==> src/rtl/scf_pkg.sv <==
// Purpose: shared constants and types for the smart card format control block
// Assumes: 32-bit apb, byte addresses, one register per aligned word
// Notes:   offsets other than the format register layout are local choices
package scf_pkg;

  // register byte addresses
  localparam logic [7:0] A_FMT  = 8'h00;
  localparam logic [7:0] A_MODE = 8'h04;
  localparam logic [7:0] A_TXD  = 8'h08;
  localparam logic [7:0] A_RXD  = 8'h0C;
  localparam logic [7:0] A_STAT = 8'h10;

  // format register fields
  localparam int         FMT_MODE = 0;
  localparam int         FMT_INV  = 2;
  localparam int         FMT_DIR  = 3;
  localparam logic [7:0] FMT_ONES = 8'hF2;

  // serial mode register fields
  localparam int MODE_SEVEN = 0;
  localparam int MODE_ODD   = 1;

  // status register fields
  localparam int ST_RXF  = 0;
  localparam int ST_PERR = 1;
  localparam int ST_CNT  = 2;

  // transmit buffer depth
  localparam logic [1:0] BUF_DEPTH = 2'h2;

  typedef struct packed {
    logic dir;
    logic inv;
    logic mode;
  } scf_fmt_type;

  localparam scf_fmt_type FMT_RST = 3'h0;

  typedef struct packed {
    logic [7:0] data;
    logic       parity;
  } scf_char_type;

  localparam scf_char_type CHAR_RST = 9'h000;

endpackage

==> src/rtl/scf_format_ctrl.sv <==
// Purpose: apb register file, bit order and inversion formatting for a smart card serial channel
// Assumes: serial engine on pclk, shifts tx_char.data lsb first and hands rx data as seen on the line
// Notes:   tx words are formatted when written, so the buffer output feeds the engine directly
//
// Local design decisions: the placing of the registers and register access over APB.
`timescale 1ns/1ps

module scf_format_ctrl
  import scf_pkg::*;
(
  input  wire logic                   pclk,
  input  wire logic                   presetn,
  input  wire logic                   psel,
  input  wire logic                   penable,
  input  wire logic                   pwrite,
  input  wire logic [7:0]             paddr,
  input  wire logic [31:0]            pwdata,
  output logic      [31:0]            prdata,
  output logic                        pready,
  output logic                        pslverr,
  output scf_pkg::scf_char_type       tx_char,
  output logic                        tx_valid,
  input  wire logic                   tx_ready,
  input  wire scf_pkg::scf_char_type  rx_char,
  input  wire logic                   rx_valid,
  output logic                        rx_ready,
  output logic                        card_mode,
  output logic                        char_seven,
  output logic                        parity_odd
);
  import scf_pkg::*;

  scf_fmt_type  fmt_q,     fmt_d;
  logic         seven_q,   seven_d;
  logic         odd_q,     odd_d;
  scf_char_type buf_q [2];
  scf_char_type buf_d [2];
  logic [1:0]   cnt_q,     cnt_d;
  logic         txv_q,     txv_d;
  logic [7:0]   rhr_q,     rhr_d;
  logic         rxf_q,     rxf_d;
  logic         perr_q,    perr_d;
  logic         rxr_q,     rxr_d;
  logic         rdy_q,     rdy_d;
  logic         err_q,     err_d;
  logic [31:0]  rdat_q,    rdat_d;

  logic         acc;
  logic         done;
  logic         hit;
  logic         wr_txd;
  logic         push;
  logic         pop;
  logic         rx_take;
  logic [7:0]   tx_fmt;
  logic         tx_par;
  logic [7:0]   rx_fmt;
  logic         rx_par;

  // bit order and inversion; both are self-inverse, so one function serves both paths
  function automatic logic [7:0] fmt_conv(input logic [7:0] d, input logic seven, input scf_fmt_type f);
    logic [7:0] r;
    r = d;
    if (seven) begin
      r = {1'b0, d[6:0] ^ {7{f.inv}}};
    end else begin
      if (f.dir) begin
        for (int i = 0; i < 8; i++) begin
          r[i] = d[7-i];
        end
      end
      r = r ^ {8{f.inv}};
    end
    return r;
  endfunction

  // parity over the plain data, so inversion never moves it
  function automatic logic par_of(input logic [7:0] d, input logic seven, input logic odd);
    logic p;
    p = seven ? ^d[6:0] : ^d;
    return p ^ odd;
  endfunction

  assign acc     = psel & penable & ~rdy_q;
  assign done    = psel & penable & rdy_q;
  assign wr_txd  = pwrite & (paddr == A_TXD);
  assign push    = done & wr_txd;
  assign pop     = txv_q & tx_ready;
  assign rx_take = rx_valid & rxr_q;
  assign tx_fmt  = fmt_conv(pwdata[7:0], seven_q, fmt_q);
  assign tx_par  = par_of(pwdata[7:0], seven_q, odd_q);
  assign rx_fmt  = fmt_conv(rx_char.data, seven_q, fmt_q);
  assign rx_par  = par_of(rx_fmt, seven_q, odd_q);

  always_comb begin
    hit = 1'b0;
    unique case (paddr)
      A_FMT, A_MODE, A_RXD, A_STAT: hit = ~pwrite | (paddr != A_RXD);
      A_TXD: hit = pwrite;
      default: hit = 1'b0;
    endcase
  end

  always_comb begin
    fmt_d   = fmt_q;
    seven_d = seven_q;
    odd_d   = odd_q;
    buf_d   = buf_q;
    cnt_d   = cnt_q;
    rhr_d   = rhr_q;
    rxf_d   = rxf_q;
    perr_d  = perr_q;
    rdat_d  = rdat_q;
    err_d   = 1'b0;
    // a full buffer holds the write in its access phase until the engine drains a word
    rdy_d   = acc & ~(wr_txd & (cnt_q == BUF_DEPTH));
    if (acc) begin
      err_d  = ~hit;
      rdat_d = 32'h0000_0000;
      unique case (paddr)
        A_FMT: begin
          rdat_d[7:0] = FMT_ONES;
          rdat_d[FMT_DIR]  = fmt_q.dir;
          rdat_d[FMT_INV]  = fmt_q.inv;
          rdat_d[FMT_MODE] = fmt_q.mode;
        end
        A_MODE: begin
          rdat_d[MODE_SEVEN] = seven_q;
          rdat_d[MODE_ODD]   = odd_q;
        end
        A_RXD: rdat_d[7:0] = rhr_q;
        A_STAT: begin
          rdat_d[ST_RXF]            = rxf_q;
          rdat_d[ST_PERR]           = perr_q;
          rdat_d[ST_CNT+1:ST_CNT]   = cnt_q;
        end
        default: rdat_d = 32'h0000_0000;
      endcase
    end
    if (done & pwrite) begin
      unique case (paddr)
        A_FMT: begin
          fmt_d.dir  = pwdata[FMT_DIR];
          fmt_d.inv  = pwdata[FMT_INV];
          fmt_d.mode = pwdata[FMT_MODE];
        end
        A_MODE: begin
          seven_d = pwdata[MODE_SEVEN];
          odd_d   = pwdata[MODE_ODD];
        end
        A_STAT: begin
          if (pwdata[ST_PERR]) begin
            perr_d = 1'b0;
          end
        end
        default: begin
        end
      endcase
    end
    // transmit buffer: entry 0 is the head seen by the engine
    if (pop) begin
      buf_d[0] = buf_q[1];
      cnt_d    = cnt_q - 2'h1;
    end
    if (push) begin
      if (cnt_d == 2'h0) begin
        buf_d[0] = '{data: tx_fmt, parity: tx_par};
      end else begin
        buf_d[1] = '{data: tx_fmt, parity: tx_par};
      end
      cnt_d = cnt_d + 2'h1;
    end
    // receive: a read empties the holding register, a new word in the same cycle wins
    if (done & ~pwrite & (paddr == A_RXD)) begin
      rxf_d = 1'b0;
    end
    if (rx_take) begin
      rhr_d = rx_fmt;
      rxf_d = 1'b1;
      if (rx_par != rx_char.parity) begin
        perr_d = 1'b1;
      end
    end
    txv_d = cnt_d != 2'h0;
    rxr_d = ~rxf_d;
  end

  always_ff @(posedge pclk or negedge presetn) begin
    if (!presetn) begin
      fmt_q   <= FMT_RST;
      seven_q <= 1'b0;
      odd_q   <= 1'b0;
      buf_q   <= '{CHAR_RST, CHAR_RST};
      cnt_q   <= 2'h0;
      txv_q   <= 1'b0;
      rhr_q   <= 8'h00;
      rxf_q   <= 1'b0;
      perr_q  <= 1'b0;
      rxr_q   <= 1'b1;
      rdy_q   <= 1'b0;
      err_q   <= 1'b0;
      rdat_q  <= 32'h0000_0000;
    end else begin
      fmt_q   <= fmt_d;
      seven_q <= seven_d;
      odd_q   <= odd_d;
      buf_q   <= buf_d;
      cnt_q   <= cnt_d;
      txv_q   <= txv_d;
      rhr_q   <= rhr_d;
      rxf_q   <= rxf_d;
      perr_q  <= perr_d;
      rxr_q   <= rxr_d;
      rdy_q   <= rdy_d;
      err_q   <= err_d;
      rdat_q  <= rdat_d;
    end
  end

  assign prdata     = rdat_q;
  assign pready     = rdy_q;
  assign pslverr    = err_q;
  assign tx_char    = buf_q[0];
  assign tx_valid   = txv_q;
  assign rx_ready   = rxr_q;
  assign card_mode  = fmt_q.mode;
  assign char_seven = seven_q;
  assign parity_odd = odd_q;
endmodule

==> config.mk <==
export PLATFORM = sky130hd
export DESIGN_NAME = scf_format_ctrl
export DESIGN_NICKNAME = d
export VERILOG_FILES = /design/src/rtl/scf_pkg.sv /design/src/rtl/scf_format_ctrl.sv
export SDC_FILE = /design/constraint.sdc
export NUM_CORES = 1
export LEC_CHECK = 0
export BUFFER_PORTS_ARGS = -buffer_cell sky130_fd_sc_hd__buf_2
export CAP_MARGIN = 20
export CELL_PAD_IN_SITES_DETAIL_PLACEMENT = 0
export CELL_PAD_IN_SITES_GLOBAL_PLACEMENT = 1
export CORE_MARGIN = 5
export CORE_UTILIZATION = 37
export DETAILED_ROUTE_END_ITERATION = 16
export GPL_TIMING_DRIVEN = 0
export PLACE_DENSITY = 0.87
export SLEW_MARGIN = 15
export SYNTH_ARGS = -nofsm -noshare
export SYNTH_HDL_FRONTEND = slang
export SYNTH_SLANG_ARGS = --single-unit
==> constraint.sdc <==
create_clock -name pclk -period 2.54 [get_ports pclk]
set_input_delay 0.254 -clock pclk [delete_from_list [all_inputs] [get_ports pclk]]
set_output_delay 0.254 -clock pclk [all_outputs]
set_load 0.05 [all_outputs]
Word-level counts from Yosys, hierarchy flattened:

Cells that the tools add are included.

* flip-flop bits (word level): 47
* bits in latches: 0
* bits in writable memories: 0
* bits in read-only memories: 0
* bits of input ports: 56
* word-level logic and storage cells: 89
* memories kept: 0

* add/sub/neg operators: 2
* multiply operators: 0
* div/mod/pow operators: 0
* order comparisons: 0
* eq/ne operators: 7
* shifts and indexed selects: 0
* mux-type cells: 26
* bitwise logic cells: 25
* reduce and logical (&&, ||, !) cells: 11

Operator list (count)
* $mux W8: 6
* $mux W9: 3
* $mux W18: 1
* $eq A8 B4 Y1 const B: 2
* $reduce_xor A8 Y1: 2
* $xor A8 B8 Y8: 2
* $reduce_xor A7 Y1: 2
* $xor A7 B7 Y7: 2
* $and A1 B1 Y1: 12
* $mux W1: 10
* $eq A8 B3 Y1 const B: 1
* $eq A8 B5 Y1 const B: 1
* $logic_not A8 Y1: 1
* $ne A8 B4 Y1 const B: 1
* $pmux W2 S4: 1
* $pmux W4 S2: 1
* $not A1 Y1: 6
* $pmux W2 S3: 1
* $reduce_and A2 Y1: 3
* $mux W2: 2
* $reduce_or A4 Y1: 1
* $add A2 B1 Y2 const B: 1
* $eq A2 B2 Y1 const B: 1
* $logic_not A2 Y1: 1
* 6 further kinds: 7

Depth between registers and ports, before layout:

Gate-level depths: netlist of the first run.

* depth in word-level cells: 10
* mapped depth: 8
* mapped depth without buffers: 7

Worst setup path before layout of the first run:

OpenSTA, ideal clock, no wires.

* path type: register to register
* start: register txv_q (netlist: tx_valid)
* end: register buf_q, in the netlist tx_char[7]
* arrival: 2.255 ns
* required time: 2.407 ns
* setup slack: 0.152 ns
* cell stages (with the launch flop): 9
* period minus slack after synthesis: 2.388 ns
* cells stage by stage: dfrtp_1 -> nand2_1 -> clkbuf_1 -> mux2i_1 -> ha_1 -> nand3_1 -> clkbuf_1 -> nor2_1 -> a21oi_1

RTL lines
* start, declared: line scf_format_ctrl.sv:39 `logic txv_q, txv_d;`
* start signal, assigned: line scf_format_ctrl.sv:209 `txv_q <= txv_d;`
* end signal, assigned: line scf_format_ctrl.sv:193 `buf_q <= '{CHAR_RST, CHAR_RST};`
* end signal, assigned: line scf_format_ctrl.sv:207 `buf_q <= buf_d;`
* end, declared: line scf_format_ctrl.sv:36 `scf_char_type buf_q [2];`

==> results of run 1 <==
==> sequential cells by signal, summed over array words and instances (netlist names), 2 cells and up <==
name,flops
fmt_q,2
tx_char,9
buf_q,9
rhr_q,8
cnt_q,2
prdata,8
==> power by group through the flow <==
stage / Sequential (mW) / Combinational [mW] / Clock (mW)
4_1_cts: 0.867 / 0.550 / 0.651
5_1_grt: 0.876 / 0.610 / 0.670
3_3_place_gp: 0.880 / 0.531 / 0
3_5_place_dp: 0.882 / 0.547 / 0
6_report: 0.866 / 0.548 / 0.642
2_1_floorplan: 0.905 / 0.391 / 0
==> repair_timing <==
| item | CTS | global route |
|---|---|---|
| endpoints found under the setup margin | 5 | 1 |
| pin swaps | 0 | 0 |
| gates resized for setup | 1 | 2 |
| hold endpoints to repair | 0 | 0 |
==> layout by cell type (no fill, tap or decap), drive strengths merged, types with 2 or more instances in the layout <==
cell type  count
xor2          10
and2           2
inv            5
bufinv         2
nor3           2
mux2          17
dfrtp         46
o21ai         12
conb          24
nor4           2
nand3b         2
clkbuf        15
ha             2
nand2         25
a22o           2
a21oi         18
nand3          4
xnor2         26
o22ai          2
o31ai          4
a22oi          2
mux2i         28
or2            2
nor2          14
buf           88
nor2b          2
==> layout make-up <==
| class | count | area share (%) |
|---|---|---|
| multi-input cells | 209 | 42.1 |
| plain buffers | 45 | 8.70 |
| inverters | 5 | 0.537 |
| well taps | 102 | 3.65 |
| flip-flops and latches | 47 | 33.7 |
| repair buffers | 52 | 7.52 |
| clock buffers | 6 | 2.08 |
| clock inverters | 2 | 1.72 |
==> worst max-delay path: stages, from the launching register on <==
cell and delay (ns):
dfrtp_1 0.38, nand2_1 0.10, clkbuf_2 0.33, mux2i_1 0.35, ha_1 0.22, nand3_1 0.29, clkbuf_2 0.32, nor2_1 0.12
a21oi_1 0.05
==> worst max path at each step <==
stage | end | slack (ns)
3_3_place_gp | tx_char[7] | -0.02
3_5_place_dp | tx_char[7] | -0.06
5_1_grt | tx_char[7] | 0.05
2_1_floorplan | tx_char[7] | 0.15
4_1_cts | tx_char[7] | 0.21
6_report | tx_char[7] | 0.28
==> cells by family after synthesis <==
family	Yosys count	share of synthesized area [%]
muxes	45	17.4
buffers and inverters	50	11.1
xor gates and xnor gates	36	10.9
and+or+nand+nor	59	10.0
AOI/OAI and AO/OA	43	8.68
adders and majority gates	2	0.868
other	1	0.130
DFF	47	40.8
==> layer usage <==
metal  part of all wire [%]  up-vias  global-route usage (%)
met3                    7.5        4                    3.14
met1                     45      996                    16.8
met5                      0        -                       0
li1                       -     1068                       -
met2                     46       64                    20.3
met4                    1.1        0                    4.41
==> per-stage QoR <==
stage          cells  power, mW  instance area (um^2)  hold slack [ns]  TNS (ns)
6_report         468       2.06                  3490          -0.0528         0
5_1_grt          468       2.16                  3490          0.00841         0
4_1_cts          468       2.07                  3490            0.169         0
3_5_place_dp     460       1.43                  3360            0.469   -0.0586
3_3_place_gp     460       1.41                  3360            0.462   -0.0180
2_1_floorplan    306       1.30                  2970          -0.0416         0
==> out/metrics.csv, run 1 <==
metric;value;unit
status;complete, but fails checks;
failing checks;negative hold slack;
part of the power in the clock network;31.2;%
Cells after Synth;283;
WL final;6.09;mm
leading area contributor after synthesis;dfrtp_1;
most frequent cells after synthesis;dfrtp_1, buf_4, mux2i_1;
Die ar.;9660;um^2
Crit Path Max Fanout;10;
register area share after synthesis;40.8;%
Synth top area share;39.9;%
fin crit share;89.1;%
Overflow after GRT;0;
initial antenna violation count;0;
Worst-path clk slew;0.08;ns
clock skew;0.00375;ns
RSZ-0062 raised after global routing;false;
RR Endpoint;tx_char[7];
max-slew violations;0;
pwr/cell area;588;nW/um^2
Chip Height;98.3;um
slack of the critical path;0.276;ns
Main synth FF type;dfrtp_1;
Synth Register Bits;47;
CTS tree;yes;
reg-to-reg startpoint;tx_valid;
Worst-Margin Slew;0.589;ns
min cycle time layout;2.26;ns
CTS Buf Count;5;
Wirelength per Cell;13.0;um
H-tree depth;2;
GP Congestion;0.865;
Gate power share;26.6;%
post-CTS setup buffer count;0;
die width;98.3;um
Sw Pwr;0.634;mW
DRT Pass-1 Iters;4;
final-layout fill cell count;748;
root buf cell;clkbuf_8;
Max-Cap Viols;0;
core area;7650;um^2
Rows;32;
DRT antenna net count;0;
Int Power;1.42;mW
nets;423;
r2r setup slk;0.28;ns
CP startpoint kind;register;
DRC viols;0;
worst skew pair latency;0.30;ns
iteration-0 DRC count of the detailed router;54;
synth top area cells;dfrtp_1, mux2i_1, buf_4;
WS Path Type;reg2reg;
Post-CTS Hold Fix Bufs;0;
hpwl dp;4.86;mm
vias in the first global route;2164;
register share of total power;42.1;%
max_slew headroom;60.8;%
final hold violations;46;
layout cells sized above 1;32.2;%
largest net degree at the start of global routing;48;
WHS;-0.0528;ns
CP Capture Type;register;
post-synth cell types;40;
Hold WC Path Type;in2async;
Switching Fraction;30.8;%
Final Setup Violations;0;
Cell Area, Synth;2880;um^2
Crit path arrival time;2.45;ns
Total GRT Usage;12.7;%
Fmax;0.442;GHz
Reg area;1180;um^2
crit path launch;tx_valid;
Via density;4.56;
LEAKAGE;1.89;nW
YS warnings;0;
Bufs on Longest Clock Path;2;
multi-input combinational cell area;1470;um^2
first-pass GRT wire length;10.1;mm
Critical Path RT;2.72;ns
Post-synth EDFFs;0;
most common cell in the netlist;dfrtp_1;
worst vdd ir;0.216;mV
Layout area overhead;21.2;%
worst slack, placed;-0.0586;ns
Synth Area per Inst;10.2;um^2
via count;2132;
CTS Sinks;47;
diode count;0;
Port Buf Inserts;52;
FFs w/ async S/R, synth;100;%
IO Pins;104;
Initial Util;37.7;%
depth of the most critical reg-to-reg path;8;
Post-Route Utilization;45.7;%
Note: power is estimated with default switching activity, not from simulation.
==> run 2, diff against run 1 <==
--- a/config.mk
+++ b/config.mk
@@ -7,13 +7,12 @@
 export LEC_CHECK = 0
 export BUFFER_PORTS_ARGS = -buffer_cell sky130_fd_sc_hd__buf_2
 export CAP_MARGIN = 20
-export CELL_PAD_IN_SITES_DETAIL_PLACEMENT = 0
-export CELL_PAD_IN_SITES_GLOBAL_PLACEMENT = 1
 export CORE_MARGIN = 5
-export CORE_UTILIZATION = 37
+export CORE_UTILIZATION = 45
 export DETAILED_ROUTE_END_ITERATION = 16
 export GPL_TIMING_DRIVEN = 0
-export PLACE_DENSITY = 0.87
+export HOLD_SLACK_MARGIN = 0.06
+export PLACE_DENSITY = 0.81
 export SLEW_MARGIN = 15
 export SYNTH_ARGS = -nofsm -noshare
 export SYNTH_HDL_FRONTEND = slang
==> out/metrics.csv, run 2 (synthesis results as in run 1) <==
metric;value;unit
final hold violations;0;
Crit path arrival time;2.38;ns
min cycle time layout;2.20;ns
CP startpoint kind;register;
largest net degree at the start of global routing;48;
status;finished, final reports clean;
CTS Buf Count;5;
LEAKAGE;1.90;nW
CTS Sinks;47;
Total GRT Usage;15.0;%
max_slew headroom;60.2;%
cell count after placement;435;
r2r setup slk;0.34;ns
worst vdd ir;0.354;mV
Port Buf Inserts;52;
Rows;29;
Max-Cap Viols;0;
min-delay src;pwdata[3];
commonest non-fill, non-tap cell in the layout;buf_2;
first-pass GRT wire length;10.3;mm
diode count;0;
IO Pins;104;
Fmax;0.455;GHz
Initial Util;45.9;%
Bufs on Longest Clock Path;2;
dpl cell area;3330;um^2
Worst-Margin Slew;0.598;ns
fin crit share;86.5;%
CTS tree;yes;
Hold WC Path Type;in2reg;
vias in the first global route;2111;
core area;6280;um^2
iteration-0 DRC count of the detailed router;151;
Crit Path Max Fanout;10;
Via density;4.78;
Wirelength per Cell;13.9;um
DRT Pass-1 Iters;4;
die width;90.0;um
final-layout fill cell count;552;
WL final;6.20;mm
Setup TNS;0;ns
clock skew;0.00892;ns
Layout area overhead;21.4;%
pwr/cell area;591;nW/um^2
reg-to-reg startpoint;tx_valid;
Die ar.;8110;um^2
root buf cell;clkbuf_8;
RSZ-0062 raised after global routing;false;
via count;2129;
crit path launch;tx_valid;
nets;425;
CP Capture Type;register;
Final Setup Violations;0;
WS Path Type;reg2reg;
Final Cell Area;3500;um^2
H-tree depth;2;
DRC viols;0;
post-CTS setup buffer count;0;
Critical Path RT;2.72;ns
most frequent cells in the layout;buf_2, dfrtp_1, buf_4;
Worst-path clk slew;0.09;ns
Overflow after GRT;0;
hpwl dp;4.84;mm
max-slew violations;0;
Chip Height;90.0;um
initial antenna violation count;0;
GP Congestion;0.870;
Layout Cells excl Fill;445;
WHS;0.242;ns
worst skew pair latency;0.30;ns
layout cells sized above 1;32.9;%
DRT antenna net count;0;
[run 2: changes by cell type in the layout (fill, tap and decap cells not counted), sizes merged]
cell         previous run  this run
buf                    88        90
clkbuf                 15        13
clkinvlp                0         1
dlygate4sd3             0         1
[run 2: through the flow]
step | setup WS, ns | util, % | total power, mW
finish | 0.342 | 55.8 | 2.07
CTS | 0.139 | 55.2 | 2.07
detailed placement | -0.135 | 53.0 | 1.43
global route | 0.104 | 55.8 | 2.17
floorplan | 0.152 | - | 1.30
global placement | -0.0498 | 53.0 | 1.41
[run 2: final cells by class]
cell class	instances	area, um^2	share of cell area, %
Multi-Input combinational cell	209	1480	42.2
Sequential cell	47	1180	33.6
Buffer	45	304	8.69
Timing Repair Buffer	54	290	8.29
Tap cell	77	96.3	2.75
Clock buffer	5	68.8	1.97
Clock inverter	3	67.6	1.93
Inverter	5	18.8	0.536
[run 2: final timing paths]
kind | endpoint | cells after the start
max in group asynchronous | rx_ready | 3
min | fmt_q[2] | 2
max reg2reg | tx_char[7] | 8
min reg2reg | prdata[4] | 2
max | tx_char[7] | 8
min in group asynchronous | char_seven | 2
[run 2: what timing repair did]
item,CTS,global route
endpoints found under the setup margin,9,4
hold buffers,0,1
hold endpoints to repair,0,16
gates cloned,0,0
resized for setup,1,4
[run 2: power by group]
group          leakage [nW]  internal (mW)  switching (mW)
clock network        0.0644          0.392           0.248
logic                  1.21          0.211           0.350
registers             0.621          0.823          0.0445
[run 2: critical path, cell delays in order, from the launching register on]
cell	delay [ns]
dfrtp_1	0.38
nand2_1	0.11
buf_2	0.33
mux2i_1	0.34
ha_1	0.25
nand3_2	0.20
clkbuf_2	0.29
nor2_1	0.13
a21oi_1	0.05
[run 2: routing by layer]
layer,up-vias,global-route usage [%],wire length (um)
met2,67,24.9,3010
met5,-,0,0
met3,10,2.84,333
li1,1072,-,-
met4,0,5.33,114
met1,980,19.5,2740
==> run 3, diff against run 2 <==
--- a/config.mk
+++ b/config.mk
@@ -5,14 +5,17 @@
 export SDC_FILE = /design/constraint.sdc
 export NUM_CORES = 1
 export LEC_CHECK = 0
+export ABC_CLOCK_PERIOD_IN_PS = 2540
 export BUFFER_PORTS_ARGS = -buffer_cell sky130_fd_sc_hd__buf_2
 export CAP_MARGIN = 20
+export CELL_PAD_IN_SITES_DETAIL_PLACEMENT = 0
+export CELL_PAD_IN_SITES_GLOBAL_PLACEMENT = 1
 export CORE_MARGIN = 5
-export CORE_UTILIZATION = 45
+export CORE_UTILIZATION = 37
 export DETAILED_ROUTE_END_ITERATION = 16
 export GPL_TIMING_DRIVEN = 0
 export HOLD_SLACK_MARGIN = 0.06
-export PLACE_DENSITY = 0.81
+export PLACE_DENSITY = 0.87
 export SLEW_MARGIN = 15
 export SYNTH_ARGS = -nofsm -noshare
 export SYNTH_HDL_FRONTEND = slang
==> out/metrics.csv, run 3 (synthesis results as in run 1) <==
metric;value;unit
Overflow after GRT;0;
Final Setup Violations;0;
hpwl dp;4.86;mm
Via density;4.54;
largest net degree at the start of global routing;48;
Initial Util;37.7;%
H-tree depth;2;
Critical Path RT;2.72;ns
Wirelength per Cell;13.0;um
Final Cell Area;3500;um^2
min cycle time layout;2.27;ns
WL final;6.09;mm
first-pass GRT wire length;10.1;mm
CP max stage delay;0.38;ns
Chip Height;98.3;um
pwr/cell area;586;nW/um^2
Hold WC Path Type;in2reg;
vias in the first global route;2164;
iteration-0 DRC count of the detailed router;39;
GP Congestion;0.865;
die width;98.3;um
Port Buf Inserts;52;
max_slew headroom;61.1;%
slowest CP cell;dfrtp_1;
Total GRT Usage;12.7;%
initial antenna violation count;0;
layout cells sized above 1;32.2;%
critical-path cell list;nand2_1, clkbuf_2, mux2i_1, ha_1, nand3_1, clkbuf_2, nor2_1, a21oi_1;
CTS tree;yes;
Worst-Margin Slew;0.583;ns
IO Pins;104;
core area;7650;um^2
Die ar.;9660;um^2
dpl cell area;3360;um^2
Critical path buffers and inverters;2;
Fmax;0.441;GHz
Bufs on Longest Clock Path;2;
diode count;0;
most used cell, CP;clkbuf_2;
Rows;32;
Pwr Total;2.05;mW
LEAKAGE;1.89;nW
worst skew pair latency;0.30;ns
status;finished, final reports clean;
Max-Cap Viols;0;
via count;2129;
Crit path arrival time;2.45;ns
CTS Sinks;47;
DRT antenna net count;0;
Layout area overhead;21.6;%
Crit Path Max Fanout;10;
Worst-path clk slew;0.08;ns
clock skew;0.00262;ns
worst vdd ir;0.216;mV
CP Capture Type;register;
root buf cell;clkbuf_8;
nets;424;
RSZ-0062 raised after global routing;false;
final-layout fill cell count;749;
fin crit share;89.2;%
final hold violations;0;
CTS Buf Count;5;
max-slew violations;0;
DRC viols;0;
DRT Pass-1 Iters;4;
most frequent cells in the layout;buf_2, dfrtp_1, buf_4;
WS Path Type;reg2reg;
Top delay family on crit path;buffers and inverters;
CP startpoint kind;register;
commonest non-fill, non-tap cell in the layout;buf_2;
## run 3: cell types whose count changed in the layout (fill, tap and decap cells not counted)
cell,previous run,this run
buf_4,33,34
clkinvlp_4,1,0
nand3_1,3,4
clkbuf_1,7,8
buf_12,1,0
clkbuf_2,1,2
buf_2,54,52
nand3_2,1,0
## run 3: power by group
part / total (mW) / internal, mW / switching [mW]
clock network: 0.640 / 0.393 / 0.247
registers: 0.866 / 0.823 / 0.0433
logic: 0.548 / 0.207 / 0.342
## run 3: layer usage
metal	up-vias	track usage (%)	share of wire, %
met4	0	4.41	1.1
met2	59	20.3	46
met5	-	0	0
met3	4	3.14	7.1
met1	996	16.8	45
li1	1070	-	-
## run 3: final timing paths
kind                           start         end  slack, ns  depth (start not counted)
setup / recovery            tx_valid  tx_char[7]       0.27                          8
hold / removal             pwdata[2]    fmt_q[1]       0.26                          2
setup reg to reg            tx_valid  tx_char[7]       0.27                          8
hold reg to reg            prdata[4]   prdata[4]       0.48                          2
max in group asynchronous    presetn    rhr_q[0]       1.65                          2
min in group asynchronous    presetn  tx_char[7]       0.50                          2
## run 3: layout make-up
cell class	count	area (um^2)	area share, %
Tap cell	102	128	3.64
Sequential cell	47	1180	33.6
Clock buffer	6	72.6	2.07
Buffer	45	304	8.68
Timing Repair Buffer	53	273	7.78
Clock inverter	2	60.1	1.71
Inverter	5	18.8	0.536
Multi-Input combinational cell	209	1470	42.0
## run 3: worst register-to-register path: cells and delay by family, from the launching register on
family	cells	cell delay (ns)
AOI/OAI and AO/OA	1	0.05
adders and majority gates	1	0.22
buffers and inverters	2	0.65
DFF	1	0.38
muxes	1	0.35
and+or+nand+nor	3	0.52
## run 3: per-stage QoR
stage | hold slack [ns] | worst slack (ns) | util, % | cells | setup TNS, ns
6_report | 0.260 | 0.273 | 45.8 | 469 | 0
5_1_grt | 0.267 | 0.0493 | 45.8 | 469 | 0
4_1_cts | 0.169 | 0.211 | 45.6 | 468 | 0
3_5_place_dp | 0.469 | -0.0586 | 43.9 | 460 | -0.0586
3_3_place_gp | 0.462 | -0.0180 | 43.9 | 460 | -0.0180
2_1_floorplan | -0.0416 | 0.152 | - | 306 | 0
## run 3: what timing repair did
item,in CTS,in global routing
gates resized for setup,1,2
cloned,0,0
hold buffers,0,1
buffers inserted,0,0
endpoints found under the setup margin,5,1
hold endpoints to repair,0,46
